### config.mk
export PLATFORM = sky130hd
export DESIGN_NAME = output_burst_pattern_driver_ctrl
export DESIGN_NICKNAME = d
export VERILOG_FILES = /design/src/divider_pattern_gen.v /design/src/output_burst_pattern_driver_ctrl.v
export VERILOG_INCLUDE_DIRS = /design/src /design/src/src
export SDC_FILE = /design/constraint.sdc
export NUM_CORES = 1
export LEC_CHECK = 0
export BUFFER_PORTS_ARGS = -buffer_cell sky130_fd_sc_hd__buf_4
export CAP_MARGIN = 5
export CORE_MARGIN = 8
export CORE_UTILIZATION = 45
export DETAILED_ROUTE_END_ITERATION = 16
export PLACE_DENSITY = 0.75
export SKIP_CTS_REPAIR_TIMING = 1
export SYNTH_ARGS = -nofsm -noshare
export SYNTH_HDL_FRONTEND = slang
export SYNTH_SLANG_ARGS = --single-unit
### constraint.sdc
create_clock -name sys_clk -period 5.6 [get_ports sys_clk]
set_input_delay 1.12 -clock sys_clk [delete_from_list [all_inputs] [get_ports sys_clk]]
set_output_delay 1.12 -clock sys_clk [all_outputs]
set_load 0.005 [all_outputs]
### src/burst_ctrl_regs.vh
// register offsets, field positions and reset values for the burst pattern block
`ifndef BURST_CTRL_REGS_VH
`define BURST_CTRL_REGS_VH
// register indices; byte address is four times the index
`define IDX_GAP          16'h10d2
`define IDX_REQUEST      16'h10d3
`define IDX_EN_A_PAIR    16'h10d4
`define IDX_EN_C_PAIR    16'h10d5
`define IDX_RETIME_SEL   16'h10d6
`define IDX_DRV_A_CFG    16'h10d7
`define IDX_TRIG_CTRL    16'h10e0
`define IDX_STATUS       16'h10e1
// field positions
`define F_PRBS_MAIN      1
`define F_BURST_MAIN     0
`define F_PRBS_COMP      3
`define F_BURST_COMP     2
`define F_REQ_MODE       6
`define F_RETIME_INT     0
`define F_BYPASS_MUTE    5
`define F_DRV_MODE_HI    4
`define F_DRV_MODE_LO    3
`define F_CUR_HI         2
`define F_CUR_LO         1
`define F_HCSL           0
`define F_TRIG_PIN_SEL   0
`define F_TRIG_SW        1
`define F_MUTE_A         2
// reset values
`define RST_GAP          8'h00
`define RST_REQUEST      8'h00
`define RST_EN_PAIR      4'h0
`define RST_RETIME_SEL   1'b0
`define RST_DRV_A_CFG    6'h01
`define RST_TRIG_CTRL    3'h0
// driver mode codes
`define DRV_DIFF         2'b00
`define DRV_SE_SAME      2'b01
`define DRV_SE_SPLIT     2'b10
// pseudorandom generator seed
`define PRBS_SEED        7'h7f
`endif

### src/divider_pattern_gen.v
// one divider's pattern path: pseudorandom, counted burst and mute retiming
`timescale 1ns/100ps
`include "burst_ctrl_regs.vh"
module divider_pattern_gen (
  sys_clk,
  arst_n,
  div_tick,
  div_level,
  prbs_en,
  burst_en,
  trig,
  req_mode,
  burst_count,
  gap_count,
  mute_req,
  mute_bypass,
  pat_out,
  muted
);
  input  wire       sys_clk;      // block clock
  input  wire       arst_n;       // async reset, active low
  input  wire       div_tick;     // one pulse per divider output cycle
  input  wire       div_level;    // raw divider output level
  input  wire       prbs_en;      // pseudorandom pattern on
  input  wire       burst_en;     // counted burst mode on
  input  wire       trig;         // burst request, already source-selected
  input  wire       req_mode;     // 0 edge, 1 level with gaps
  input  wire [5:0] burst_count;  // pulses per burst
  input  wire [7:0] gap_count;    // divider cycles between bursts
  input  wire       mute_req;     // channel mute request
  input  wire       mute_bypass;  // 1 mutes at once, no retiming
  output reg        pat_out;      // pattern output level
  output reg        muted;        // mute actually applied

  // one-hot burst states
  localparam [2:0] S_IDLE  = 3'b001;
  localparam [2:0] S_BURST = 3'b010;
  localparam [2:0] S_GAP   = 3'b100;

  reg  [2:0] state_q;   // burst state
  reg  [6:0] lfsr_q;    // prbs7 shift register
  reg  [7:0] cnt_q;     // pulse or gap counter
  reg        trig_q;    // trigger of last cycle, for edge detect
  wire       trig_rise; // trigger rising edge
  wire       fb;        // lfsr feedback

  assign trig_rise = trig & ~trig_q;
  assign fb        = lfsr_q[6] ^ lfsr_q[5];

  // prbs advances only once per divider cycle
  always @(posedge sys_clk or negedge arst_n) begin
    if (!arst_n) begin
      lfsr_q <= `PRBS_SEED;
    end else if (prbs_en && div_tick) begin
      lfsr_q <= {lfsr_q[5:0], fb};
    end
  end

  // burst sequencer; pulses and gaps counted in divider cycles
  always @(posedge sys_clk or negedge arst_n) begin
    if (!arst_n) begin
      state_q <= S_IDLE;
      cnt_q   <= 8'h00;
      trig_q  <= 1'b0;
    end else begin
      trig_q <= trig;
      if (!burst_en) begin
        state_q <= S_IDLE;
        cnt_q   <= 8'h00;
      end else begin
        case (state_q)
          S_IDLE: begin
            // edge mode starts on a rise, level mode while high
            if ((req_mode ? trig : trig_rise) && burst_count != 6'h00) begin
              state_q <= S_BURST;
              cnt_q   <= {2'b00, burst_count};
            end
          end
          S_BURST: begin
            if (div_tick) begin
              if (cnt_q == 8'h01) begin
                // a zero gap simply goes back to idle
                if (req_mode && trig && gap_count != 8'h00) begin
                  state_q <= S_GAP;
                  cnt_q   <= gap_count;
                end else begin
                  state_q <= S_IDLE;
                  cnt_q   <= 8'h00;
                end
              end else begin
                cnt_q <= cnt_q - 8'h01;
              end
            end
          end
          S_GAP: begin
            if (div_tick) begin
              if (cnt_q == 8'h01) begin
                state_q <= S_IDLE; // level mode re-arms from idle
                cnt_q   <= 8'h00;
              end else begin
                cnt_q <= cnt_q - 8'h01;
              end
            end
          end
          default: begin
            state_q <= S_IDLE;
            cnt_q   <= 8'h00;
          end
        endcase
      end
    end
  end

  // mute: retimed to a low divider level to avoid runts, or immediate
  always @(posedge sys_clk or negedge arst_n) begin
    if (!arst_n) begin
      muted <= 1'b0;
    end else if (mute_bypass) begin
      muted <= mute_req;
    end else if (!div_level) begin
      muted <= mute_req;
    end
  end

  // output select; burst holds the line low outside bursts
  always @(posedge sys_clk or negedge arst_n) begin
    if (!arst_n) begin
      pat_out <= 1'b0;
    end else if (muted) begin
      pat_out <= 1'b0;
    end else if (prbs_en) begin
      pat_out <= lfsr_q[6];
    end else if (burst_en) begin
      pat_out <= (state_q == S_BURST) & div_level;
    end else begin
      pat_out <= div_level;
    end
  end
endmodule // divider_pattern_gen

### src/output_burst_pattern_driver_ctrl.v
// register bank and pattern control for one clock output channel
//
// The implementer's own choice: the plain strobed port.
`timescale 1ns/100ps
`include "burst_ctrl_regs.vh"
// What this block does
// - prbs enable emits sequence at divider rate
// - burst enable mutes output until burst requested
// - c pair enables at bits 3..0
// - a_main prbs bit1, burst bit0, reset zero
// - retime bit picks pins/registers or internal
// - bypass bit: immediate mute, else retimed
// - mode 00 differential, 01 both from a_main
// - mode 10 separate main and comp dividers
// - mode 0 edge burst, 1 repeats while high
// - six-bit pulse count, eight-bit gap length
module output_burst_pattern_driver_ctrl (
  sys_clk,
  arst_n,
  reg_addr,
  reg_wdata,
  reg_wr,
  reg_rd,
  reg_rdata,
  multifunction_pin,
  internal_retime_trig,
  div_tick_a_main,
  div_tick_a_comp,
  div_tick_c_main,
  div_tick_c_comp,
  div_lvl_a_main,
  div_lvl_a_comp,
  div_lvl_c_main,
  div_lvl_c_comp,
  driver_a_output_p,
  driver_a_output_n,
  divider_c_main_out,
  divider_c_comp_out,
  drive_current,
  hcsl_en
);
  input  wire        sys_clk;              // 100 MHz block clock
  input  wire        arst_n;               // async reset, active low
  input  wire [15:0] reg_addr;             // byte address
  input  wire [7:0]  reg_wdata;            // write data
  input  wire        reg_wr;               // write strobe
  input  wire        reg_rd;               // read strobe
  output reg  [7:0]  reg_rdata;            // read data, cycle after strobe
  input  wire        multifunction_pin;    // external burst trigger
  input  wire        internal_retime_trig; // trigger from internal retimer
  input  wire        div_tick_a_main;      // divider cycle pulses
  input  wire        div_tick_a_comp;
  input  wire        div_tick_c_main;
  input  wire        div_tick_c_comp;
  input  wire        div_lvl_a_main;       // divider output levels
  input  wire        div_lvl_a_comp;
  input  wire        div_lvl_c_main;
  input  wire        div_lvl_c_comp;
  output reg         driver_a_output_p;    // driver a true pin
  output reg         driver_a_output_n;    // driver a complement pin
  output wire        divider_c_main_out;   // pattern from divider_c_main
  output wire        divider_c_comp_out;   // pattern from divider_c_comp
  output wire [1:0]  drive_current;        // driver current code
  output wire        hcsl_en;              // 1 source mode, 0 sink mode

  // byte addresses from register indices
  localparam [15:0] A_GAP    = `IDX_GAP << 2;
  localparam [15:0] A_REQ    = `IDX_REQUEST << 2;
  localparam [15:0] A_EN_A   = `IDX_EN_A_PAIR << 2;
  localparam [15:0] A_EN_C   = `IDX_EN_C_PAIR << 2;
  localparam [15:0] A_RETIME = `IDX_RETIME_SEL << 2;
  localparam [15:0] A_DRV_A  = `IDX_DRV_A_CFG << 2;
  localparam [15:0] A_TRIG   = `IDX_TRIG_CTRL << 2;
  localparam [15:0] A_STAT   = `IDX_STATUS << 2;

  reg  [7:0] gap_q;        // gap length in divider cycles
  reg  [7:0] req_q;        // bit 6 mode, bits 5..0 pulse count
  reg  [3:0] en_a_q;       // a pair prbs and burst enables
  reg  [3:0] en_c_q;       // c pair prbs and burst enables
  reg        retime_int_q; // 1 internal retiming source
  reg  [5:0] drv_a_q;      // bypass, mode, current, hcsl
  reg  [2:0] trig_ctrl_q;  // mute, software trigger, pin select
  reg        trig_src;     // selected burst request
  wire [1:0] drv_mode;     // driver a mode code
  wire       split_mode;   // comp divider in use
  wire       pat_a_main;   // pattern outputs
  wire       pat_a_comp;
  wire       mute_a_main;  // mute status per divider
  wire       mute_a_comp;
  wire       mute_c_main;
  wire       mute_c_comp;
  reg  [7:0] rd_d;         // read mux

  assign drv_mode      = drv_a_q[`F_DRV_MODE_HI:`F_DRV_MODE_LO];
  assign split_mode    = (drv_mode == `DRV_SE_SPLIT);
  assign drive_current = drv_a_q[`F_CUR_HI:`F_CUR_LO];
  assign hcsl_en       = drv_a_q[`F_HCSL];

  // register writes; reserved bits are never stored
  always @(posedge sys_clk or negedge arst_n) begin
    if (!arst_n) begin
      gap_q        <= `RST_GAP;
      req_q        <= `RST_REQUEST;
      en_a_q       <= `RST_EN_PAIR;
      en_c_q       <= `RST_EN_PAIR;
      retime_int_q <= `RST_RETIME_SEL;
      drv_a_q      <= `RST_DRV_A_CFG;
      trig_ctrl_q  <= `RST_TRIG_CTRL;
    end else if (reg_wr) begin
      if (reg_addr == A_GAP) begin
        gap_q <= reg_wdata;
      end else if (reg_addr == A_REQ) begin
        req_q <= {1'b0, reg_wdata[6:0]};
      end else if (reg_addr == A_EN_A) begin
        // software keeps prbs and burst apart on one divider
        en_a_q <= reg_wdata[3:0];
      end else if (reg_addr == A_EN_C) begin
        en_c_q <= reg_wdata[3:0];
      end else if (reg_addr == A_RETIME) begin
        retime_int_q <= reg_wdata[`F_RETIME_INT];
      end else if (reg_addr == A_DRV_A) begin
        drv_a_q <= reg_wdata[5:0];
      end else if (reg_addr == A_TRIG) begin
        trig_ctrl_q <= reg_wdata[2:0];
      end
    end
  end

  // burst request source: pin or register, or internal retimer
  always @* begin
    if (retime_int_q) begin
      trig_src = internal_retime_trig;
    end else if (trig_ctrl_q[`F_TRIG_PIN_SEL]) begin
      trig_src = multifunction_pin;
    end else begin
      trig_src = trig_ctrl_q[`F_TRIG_SW];
    end
  end

  // read mux; reserved bits and unmapped addresses read zero
  always @* begin
    rd_d = 8'h00;
    if (reg_addr == A_GAP) begin
      rd_d = gap_q;
    end else if (reg_addr == A_REQ) begin
      rd_d = req_q;
    end else if (reg_addr == A_EN_A) begin
      rd_d = {4'h0, en_a_q};
    end else if (reg_addr == A_EN_C) begin
      rd_d = {4'h0, en_c_q};
    end else if (reg_addr == A_RETIME) begin
      rd_d = {7'h00, retime_int_q};
    end else if (reg_addr == A_DRV_A) begin
      rd_d = {2'b00, drv_a_q};
    end else if (reg_addr == A_TRIG) begin
      rd_d = {5'h00, trig_ctrl_q};
    end else if (reg_addr == A_STAT) begin
      // live mute state of each divider path
      rd_d = {4'h0, mute_c_comp, mute_c_main, mute_a_comp, mute_a_main};
    end
  end

  // read data stands one cycle after the strobe only
  always @(posedge sys_clk or negedge arst_n) begin
    if (!arst_n) begin
      reg_rdata <= 8'h00;
    end else if (reg_rd) begin
      reg_rdata <= rd_d;
    end else begin
      reg_rdata <= 8'h00;
    end
  end

  // divider_a_main: always feeds driver a
  divider_pattern_gen u_a_main (
    .sys_clk     (sys_clk),
    .arst_n      (arst_n),
    .div_tick    (div_tick_a_main),
    .div_level   (div_lvl_a_main),
    .prbs_en     (en_a_q[`F_PRBS_MAIN]),
    .burst_en    (en_a_q[`F_BURST_MAIN]),
    .trig        (trig_src),
    .req_mode    (req_q[`F_REQ_MODE]),
    .burst_count (req_q[5:0]),
    .gap_count   (gap_q),
    .mute_req    (trig_ctrl_q[`F_MUTE_A]),
    .mute_bypass (drv_a_q[`F_BYPASS_MUTE]),
    .pat_out     (pat_a_main),
    .muted       (mute_a_main)
  );

  // divider_a_comp: only live in split mode, muted otherwise
  divider_pattern_gen u_a_comp (
    .sys_clk     (sys_clk),
    .arst_n      (arst_n),
    .div_tick    (div_tick_a_comp),
    .div_level   (div_lvl_a_comp),
    .prbs_en     (en_a_q[`F_PRBS_COMP]),
    .burst_en    (en_a_q[`F_BURST_COMP]),
    .trig        (trig_src),
    .req_mode    (req_q[`F_REQ_MODE]),
    .burst_count (req_q[5:0]),
    .gap_count   (gap_q),
    .mute_req    (trig_ctrl_q[`F_MUTE_A] | ~split_mode),
    .mute_bypass (drv_a_q[`F_BYPASS_MUTE]),
    .pat_out     (pat_a_comp),
    .muted       (mute_a_comp)
  );

  // divider_c_main: burst assumes ratio of eight or more
  divider_pattern_gen u_c_main (
    .sys_clk     (sys_clk),
    .arst_n      (arst_n),
    .div_tick    (div_tick_c_main),
    .div_level   (div_lvl_c_main),
    .prbs_en     (en_c_q[`F_PRBS_MAIN]),
    .burst_en    (en_c_q[`F_BURST_MAIN]),
    .trig        (trig_src),
    .req_mode    (req_q[`F_REQ_MODE]),
    .burst_count (req_q[5:0]),
    .gap_count   (gap_q),
    .mute_req    (1'b0),
    .mute_bypass (1'b0),
    .pat_out     (divider_c_main_out),
    .muted       (mute_c_main)
  );

  // divider_c_comp
  divider_pattern_gen u_c_comp (
    .sys_clk     (sys_clk),
    .arst_n      (arst_n),
    .div_tick    (div_tick_c_comp),
    .div_level   (div_lvl_c_comp),
    .prbs_en     (en_c_q[`F_PRBS_COMP]),
    .burst_en    (en_c_q[`F_BURST_COMP]),
    .trig        (trig_src),
    .req_mode    (req_q[`F_REQ_MODE]),
    .burst_count (req_q[5:0]),
    .gap_count   (gap_q),
    .mute_req    (1'b0),
    .mute_bypass (1'b0),
    .pat_out     (divider_c_comp_out),
    .muted       (mute_c_comp)
  );

  // driver a pin forming; reserved code 11 falls back to differential
  always @(posedge sys_clk or negedge arst_n) begin
    if (!arst_n) begin
      driver_a_output_p <= 1'b0;
      driver_a_output_n <= 1'b0;
    end else begin
      driver_a_output_p <= pat_a_main;
      case (drv_mode)
        `DRV_SE_SAME: begin
          driver_a_output_n <= pat_a_main;
        end
        `DRV_SE_SPLIT: begin
          driver_a_output_n <= pat_a_comp;
        end
        default: begin
          // complement stays low while muted, no glitch to high
          driver_a_output_n <= ~pat_a_main & ~mute_a_main;
        end
      endcase
    end
  end
endmodule // output_burst_pattern_driver_ctrl
# After elaboration in Yosys (flattened, before gate mapping)
# Index checks and enable logic that the tools add are counted.
[classes] reduce_logical=24 n_eq_ne=48 muxes=79 n_addsub=4 bitwise_logic=21
[op_table] cell="two-way mux 8 bit" n=24
[op_table] cell="equality test 16 x 15 -> 1 bit, second input constant" n=8
[op_table] cell="one-hot mux 8 bit (3 select lines)" n=4
[op_table] cell="two-way mux 3 bit" n=23
[op_table] cell="one-hot mux 3 bit (3 select lines)" n=4
[op_table] cell="equality test 8 x 1 -> 1 bit, second input constant" n=4
[op_table] cell="subtractor 8 x 1 -> 8 bit, second input constant" n=4
[op_table] cell="!= test 3 x 2 -> 1 bit, second input constant" n=10
[op_table] cell="!= test 3 bit, second input constant" n=10
[op_table] cell="AND reduction 5 bit" n=5
[op_table] cell="two-way mux 6 bit" n=4
[op_table] cell="two-way mux 1 bit" n=17
[op_table] cell="AND reduction 3 bit" n=5
[op_table] cell="equality test 3 x 1 -> 1 bit, second input constant" n=4
[op_table] cell="equality test 3 x 2 -> 1 bit, second input constant" n=4
[op_table] cell="equality test 3 bit, second input constant" n=4
[op_table] cell="inverter 1 bit" n=10
[op_table] cell="AND reduction 8 bit" n=1
[op_table] cell="nonzero test 8 bit" n=1
[op_table] cell="logical AND 1 bit" n=7
[op_table] cell="two-way mux 7 bit" n=1
[op_table] cell="AND reduction 7 bit" n=1
[op_table] cell="AND 1 bit" n=6
[op_table] cell="AND reduction 6 bit" n=1
[op_table] cell="other kinds (10)" n=14
[totals] ff_bits=122 input_bits=38 output_inout_bits=15

# Logic depth before layout (Yosys ltp)
# Gate-level depths: netlist (run 1).
[logic_depth] word_depth=10 ltp_mapped=8 ltp_nobuf=8

# Hierarchy
# Synthesis (run 1) repeated with hierarchy kept, for this count alone.
[hier_totals] hier_cells=631 hier_area_um2=6972.9
[by_module_without_submodules] mod="divider_pattern_gen (u_a_comp ...)" cells_each=112 n_inst=2 seq_area_each_um2=535.5 area_per_inst_um2=1211.2
[by_module_without_submodules] mod="output_burst_pattern_driver_ctrl" cells_each=184 n_inst=1 seq_area_each_um2=1077.3 area_per_inst_um2=2147.1
[by_module_without_submodules] mod="divider_pattern_gen (u_c_main)" cells_each=111 n_inst=1 seq_area_each_um2=535.5 area_per_inst_um2=1202.4
[by_module_without_submodules] mod="divider_pattern_gen (u_c_comp)" cells_each=112 n_inst=1 seq_area_each_um2=535.5 area_per_inst_um2=1201.2

# Least setup slack after synthesis (run 1)
# Ideal clock, no wire load.
[synth_timing] path_type="input to register" startpoint="input port reg_addr[11]" endpoint="register req_q[0]" path_slack_ps=2771 path_stages=6 setup_time_ps=125 arrival_time_ps=2704 path_cell_list="nor4bb_1 -> nand4_2 -> nor4_1 -> and3_1 -> buf_2 -> mux2_2"
[synth_between] elab_chain_len=3 word_cells_on_any_way=4
[synth_lines] element="from (decl)" line="output_burst_pattern_driver_ctrl.v:44" source="input wire [15:0] reg_addr;"
[synth_lines] element="equality test 16 x 15 -> 1 bit" line="output_burst_pattern_driver_ctrl.v:110" source="if (reg_addr == A_GAP) begin"
[synth_lines] element="inverter 1 bit (no line)"
[synth_lines] element="AND reduction 3 bit (no line) *"
[synth_lines] element="to (signal assigned)" line="output_burst_pattern_driver_ctrl.v:103" source="req_q <= `RST_REQUEST;"
[synth_lines] element="to (signal assigned)" line="output_burst_pattern_driver_ctrl.v:113" source="req_q <= {1'b0, reg_wdata[6:0]};"
[synth_lines] element="to (decl)" line="output_burst_pattern_driver_ctrl.v:77" source="reg [7:0] req_q;"
# Every way passes the cells marked *; elsewhere a longest branch is shown, timed or not.
# A chain may end at the register's enable or synchronous reset.

# Worst setup path in the final report (run 1)
[layout_timing] startpoint="input port reg_addr[11]" endpoint="register gap_q[6]"
[layout_between] elab_chain_len=2
[layout_lines] element="equality test 16 x 15 -> 1 bit" line="output_burst_pattern_driver_ctrl.v:110"
[layout_lines] element="AND reduction 2 bit (no line)"
[layout_lines] element="to (signal assigned)" line="output_burst_pattern_driver_ctrl.v:102" source="gap_q <= `RST_GAP;"
[layout_lines] element="to (signal assigned)" line="output_burst_pattern_driver_ctrl.v:111" source="gap_q <= reg_wdata;"
[layout_lines] element="to (decl)" line="output_burst_pattern_driver_ctrl.v:76" source="reg [7:0] gap_q;"
# No other way between the ends.

==> results of run 1 <==
==> stage by stage <==
step / power (mW) / cell area (um^2) / std cells / hold slack, ns
after floorplan: 0.914 / 6560 / 628 / 0.375
after global placement: 0.964 / 7090 / 848 / 0.456
after detailed placement: 0.966 / 7090 / 848 / 0.450
after CTS: 2.02 / 7680 / 880 / 0.469
after global routing: 2.07 / 7680 / 880 / 0.483
final: 2.00 / 7680 / 880 / 0.473
==> area by class of cell <==
| cell class | instances | area, um^2 |
|---|---|---|
| inverter | 24 | 90.1 |
| sequential | 122 | 3090 |
| clock buffer | 27 | 556 |
| timing repair buffer | 53 | 398 |
| clock inverter | 5 | 28.8 |
| tap | 184 | 230 |
| fill | 1191 | 6690 |
| multi-input combinational | 465 | 3280 |
==> flip-flops by register name, indices dropped and copies added (netlist names), 3 cells and up <==
register and cells:
drv_a_q 6, en_a_q 4, en_c_q 4, gap_q 8, reg_rdata 8, req_q 7, trig_ctrl_q 3, u_a_comp.cnt_q 8
u_a_comp.lfsr_q 7, u_a_comp.state_q 3, u_a_main.cnt_q 8, u_a_main.lfsr_q 7, u_a_main.state_q 3, u_c_comp.cnt_q 8, u_c_comp.lfsr_q 7, u_c_comp.state_q 3
u_c_main.cnt_q 8, u_c_main.lfsr_q 7, u_c_main.state_q 3
==> logic make-up (layout without fill, tap and decap cells) <==
group / Yosys count / count (layout)
AOI/OAI and AO/OA: 143 / 143
muxes: 73 / 73
and+or+nand+nor: 216 / 216
buffers and inverters: 41 / 109
xor gates and xnor gates: 23 / 23
DFF: 122 / 122
adders and majority gates: 10 / 10
==> cell usage in the layout, fill, tap and decap left out, types with 6 or more instances in the layout <==
cell type / count
a31oi_1: 6
a21oi_1: 19
mux2_2: 63
nor4_1: 10
dfrtp_1: 89
buf_4: 53
nor3b_1: 8
o21ai_0: 51
a221oi_1: 9
nand2b_1: 7
a22o_1: 9
xor2_1: 6
nand3_1: 10
mux2i_1: 9
dfstp_2: 33
nor2_1: 54
a221o_1: 6
and2_1: 7
xnor2_1: 17
clkbuf_16: 19
nand3b_1: 6
ha_1: 10
nor3_1: 12
inv_1: 24
nand2_1: 74
==> worst max path at each step <==
stage | endpoint | depth (start not counted) | from
3_5_place_dp | gap_q[5] | 6 | reg_addr[11]
2_1_floorplan | req_q[0] | 6 | reg_addr[11]
6_report | gap_q[6] | 6 | reg_addr[11]
3_3_place_gp | req_q[1] | 6 | reg_addr[13]
5_1_grt | gap_q[3] | 6 | reg_addr[13]
4_1_cts | gap_q[2] | 6 | reg_addr[11]
==> layer usage <==
| metal | routed length, um | share of wire, % |
|---|---|---|
| met1 | 7200 | 42 |
| met2 | 8510 | 49 |
| met3 | 1190 | 6.9 |
| met4 | 350 | 2.0 |
| met5 | 0 | 0 |
==> worst max-delay path: stages <==
cell,delay (ns)
buf_4,0.11
nor4bb_1,0.47
nand4_2,0.29
nor4_1,0.39
nand3b_1,0.39
mux2_2,0.40
==> power groups by stage <==
| stage | registers [mW] | logic, mW | clock network (mW) |
|---|---|---|---|
| after floorplan | 0.901 | 0.0132 | 0 |
| after global placement | 0.901 | 0.0625 | 0 |
| after detailed placement | 0.901 | 0.0645 | 0 |
| after CTS | 0.887 | 0.0650 | 1.07 |
| after global routing | 0.886 | 0.0707 | 1.11 |
| final | 0.887 | 0.0638 | 1.05 |
==> flow_summary.ini, run 1 <==
[status]
outcome = complete, no violations

[synthesis]
yosysMostFrequentCell = dfrtp_1
synth_nets = 676
syn_area_um2 = 6560
synthMuxAreaShare_pct = 12.5
yosys.area_share.xor_xnor_pct = 3.07
synth_top_family_by_area = simple AND/OR/NAND/NOR gates
yosysWarnings = 0
synth_edf_count = 0
ys_ff_latch = 122
async_flop_share_pct = 100
synthCells = 628
synthTopCellsByArea = dfrtp_1 (34%), dfstp_2 (13%), mux2_2 (11%)
synth_top_area_share_pct = 33.9
synthAdderAreaFrac_pct = 1.91
synth_common_cells = dfrtp_1 (89), nand2_1 (74), mux2_2 (63)
netlist.top_cell.by_area = dfrtp_1
synth_ff_type = dfrtp_1
seq_area_frac_synth_pct = 47.1
synth_area_per_cell_um2 = 10.4
synth_compound_area_share_pct = 16.1
yosys.area_share.simple_pct = 16.4
synth.distinct_cells = 74

[drt]
wl_per_cell_um = 19.6
drtAntennaViolNets = 0
route.detailed.drc = 0
viasPerCell = 6.01
wirelength_um = 17200
dr.pass1.iters = 5
drt_iter0_drc = 612
vias = 5293

[run]
drv_cap = 0

[clocking]
htreeDepth = 4
cts.path.max_buffers = 2
cts_tree = built
clk_pin_slew_ns = 0.05
cts-root-buf = clkbuf_16
cts_num_sinks = 122
clock_latency_ns = 0.42
cts_inserted_buffers = 17

[final_layout]
area_growth_pct = 17.0
layout-drive-gt1-share_pct = 28.9
num-nets-final = 731
postLayoutCoreUtil_pct = 53.4
n_antenna_cell = 0

[floorplanning]
start_util_pct = 45.7
core_um2 = 14400
floorplan.die_area_um2 = 18700
die_width_um = 137
ioPinCount = 53
die_h_um = 137
rows = 44

[min_path]
min_path_cells = 2
min_path_type = flip-flop to flip-flop
min_to = u_c_main.lfsr_q[0]
worst_hold_startpoint = u_c_main.lfsr_q[0]

[worst_setup_path]
worstPathMaxFanout = 8
rrSetupSlack_ns = 2.93
crit_required_ns = 5.90
r2r-start = u_c_main.state_q[0]
r2r-end = u_c_main.cnt_q[6]
cp-end-kind = flip-flop
worst_r2r_path_depth = 5
arrival_ns = 3.18
cp-start-kind = primary input
crit_type = primary input to flip-flop

[placed_design]
preCtsSetupSlack_ns = 2.33
dpl.hpwl_um = 12200
gp_congestion = 0.909
port_buffers = 52

[grt]
grt.busiest_layer = met2
use_met3_pct = 4.55
antenna_found_initial = 0
overflow = 0
grtUsageTotal_pct = 19.1
grt.met2_usage_pct = 31.1
grt_max_degree = 88
met1_usage_pct = 24.2
grt_pass1_wl_um = 27800
grt_pass1_vias = 5345

[sta]
tightest_slew_ns = 1.11
finalClockSkew_ns = 0.0109
finalSetupViolCount = 0
fin_crit_sh_pct = 51.5
max_freq_mhz = 347
final.setup.tns_ns = 0
slew_headroom_pct = 25.9
rsz0062_at_grt = no
slew_viol_final = 0
hold_viol_final = 0
fin_crit_ns = 2.88
setup_slack_ns = 2.72

[power_and_ir_drop]
ir_drop_mv = 0.239
power_frac_comb_pct = 3.2
clkPwrFrac_pct = 52.5
switchingPower_mw = 0.415
internal_power_mw = 1.59
p_leak_nw = 3.34
sw_frac_of_total_pct = 20.7
power_density_nw_per_um2 = 261
pwr-share-seq_pct = 44.3
No activity file was read; power rests on OpenSTA's default activity.
==> run 2: changes to the inputs <==
Settings changed: ABC_AREA set to 1.
Clock period 5.6 ns to 2.75 ns, I/O delays scaled along.
==> flow_summary.ini, run 2 <==
[synthesis]
syn_area_um2 = 6760
synth_area_per_cell_um2 = 7.83
yosysMostFrequentCell = nand2_1
async_flop_share_pct = 100
synthTopCellsByArea = dfrtp_1 (33%), nand2_1 (15%), dfstp_2 (13%)
synth_ff_type = dfrtp_1
synth_nets = 912
synthCells = 864
netlist.top_cell.by_area = dfrtp_1
yosysWarnings = 0
synth_top_area_share_pct = 32.9
seq_area_frac_synth_pct = 45.8
ys_ff_latch = 122
synth_common_cells = nand2_1 (279), inv_1 (110), dfrtp_1 (89)
synth.distinct_cells = 39
synth_edf_count = 0

[grt]
grtUsageTotal_pct = 18.8
overflow = 0
antenna_found_initial = 0
grt_pass1_vias = 5976
grt_max_degree = 50
grt_pass1_wl_um = 29600

[final_layout]
area_growth_pct = 18.4
layout-drive-gt1-share_pct = 18.4
fill_cells = 1318
postLayoutCoreUtil_pct = 53.7
n_antenna_cell = 0
layout_commonest_cell = nand2_1
final_area_um2 = 8010
final_cells = 1136
num-nets-final = 983
final_cell_mix = nand2_1 (279), inv_1 (110), dfrtp_1 (89)

[worst_setup_path]
crit_start = u_c_main.state_q[0]
cp_slowest_cell = dfstp_2
crit_chain = inv_1, nor3_1, inv_1, nor2_1, nand2_1, o21ai_2, a21oi_2, nand2_1, nand2_1
crit_cells = 9
cpPeakStageDelay_ns = 0.53
arrival_ns = 2.42
r2r-start = u_c_main.state_q[0]
worstSetupEndpoint = u_c_main.cnt_q[0]
crit_top_cell = nand2_1
rrSetupSlack_ns = 0.63
cp-start-kind = flip-flop
cp-end-kind = flip-flop
crit_required_ns = 3.05
critPathBufInv = 2
worst_r2r_path_depth = 9
worstPathMaxFanout = 9
crit_type = flip-flop to flip-flop
r2r-end = u_c_main.cnt_q[0]
crit_family = simple AND/OR/NAND/NOR gates

[floorplanning]
ioPinCount = 53
rows = 45
die_h_um = 139
start_util_pct = 45.3
die_width_um = 139
core_um2 = 14900
floorplan.die_area_um2 = 19200

[sta]
slew_viol_final = 0
hold_viol_final = 0
fin_crit_ns = 2.12
max_freq_mhz = 472
final.setup.tns_ns = 0
finalSetupViolCount = 0
tightest_slew_ns = 0.621
fin_hold_ws_ns = 0.144
rsz0062_at_grt = no
finalClockSkew_ns = 0.0110
fin_crit_sh_pct = 77.1
slew_headroom_pct = 58.6
setup_slack_ns = 0.630

[drt]
wirelength_um = 17700
drt_iter0_drc = 628
vias = 6058
viasPerCell = 5.33
drtAntennaViolNets = 0
dr.pass1.iters = 7
route.detailed.drc = 0
wl_per_cell_um = 15.5

[clocking]
cts_tree = built
htreeDepth = 4
clock_latency_ns = 0.42
cts_num_sinks = 122
clk_pin_slew_ns = 0.06
cts-root-buf = clkbuf_16
cts.path.max_buffers = 2
cts_inserted_buffers = 17

[placed_design]
placedInstanceArea_um2 = 7410
port_buffers = 52
placed_cells = 1104
gp_congestion = 0.974
preCtsSetupSlack_ns = 0.471
dpl.hpwl_um = 12700

[power_and_ir_drop]
power_density_nw_per_um2 = 522
p_leak_nw = 3.97
finalPower_mw = 4.18
ir_drop_mv = 0.440

[status]
outcome = complete, no violations

[run]
drv_cap = 0

[min_path]
min_path_type = primary input to async pin
## run 2: cell types whose count changed after synthesis, sizes merged, moves of 10 or more
cell,before,now
nand2,74,286
inv,24,117
mux2,63,21
o21ai,52,91
nand3,11,39
nand4,4,16
nor4,10,0
## run 2: layout make-up
| class | instances | area, um^2 | area share [%] |
|---|---|---|---|
| repair buffers | 59 | 455 | 5.69 |
| multi-input cells | 618 | 3190 | 39.8 |
| clock buffers | 26 | 509 | 6.36 |
| well taps | 188 | 235 | 2.94 |
| clock inverters | 6 | 86.3 | 1.08 |
| inverters | 117 | 442 | 5.51 |
| flip-flops and latches | 122 | 3090 | 38.6 |
## run 2: kinds of logic (layout without fill, tap and decap cells)
family / after synthesis / count (layout) / share of synthesized area, %
and+or+nand+nor: 421 / 421 / 26.6
AOI/OAI and AO/OA: 142 / 142 / 12.1
buffers and inverters: 124 / 208 / 7.12
DFF: 122 / 122 / 45.8
xor gates and xnor gates: 24 / 24 / 3.11
muxes: 21 / 21 / 3.50
adders and majority gates: 10 / 10 / 1.85
## run 2: worst min path at each step
stage,slack (ns),endpoint,cells after the start,startpoint
6_report,0.14,drv_a_q[3],1,arst_n
2_1_floorplan,0.25,driver_a_output_n,0,arst_n
4_1_cts,0.16,drv_a_q[3],1,arst_n
5_1_grt,0.19,u_a_main.muted,1,arst_n
3_5_place_dp,0.39,driver_a_output_p,0,u_a_main.pat_out
3_3_place_gp,0.39,driver_a_output_p,0,u_a_main.pat_out
## run 2: routing by layer
layer	GRT usage, %	vias up	share of wire, %
li1	-	2946	-
met2	29.9	277	46
met4	8.47	0	2.6
met5	0	-	0
met1	23.6	2795	44
met3	4.59	40	7.1
## run 2: worst register-to-register path: stages, from the launching register on
cell and delay (ns):
dfstp_2 0.53, inv_1 0.05, nor3_1 0.36, inv_1 0.18, nor2_1 0.21, nand2_1 0.14, o21ai_2 0.23, a21oi_2 0.15
nand2_1 0.10, nand2_1 0.05
## run 2: report_power, final
part	switching, mW	internal (mW)	leakage (nW)
clock network	0.773	1.45	0.291
registers	0.00463	1.81	1.57
logic	0.0873	0.0562	2.11
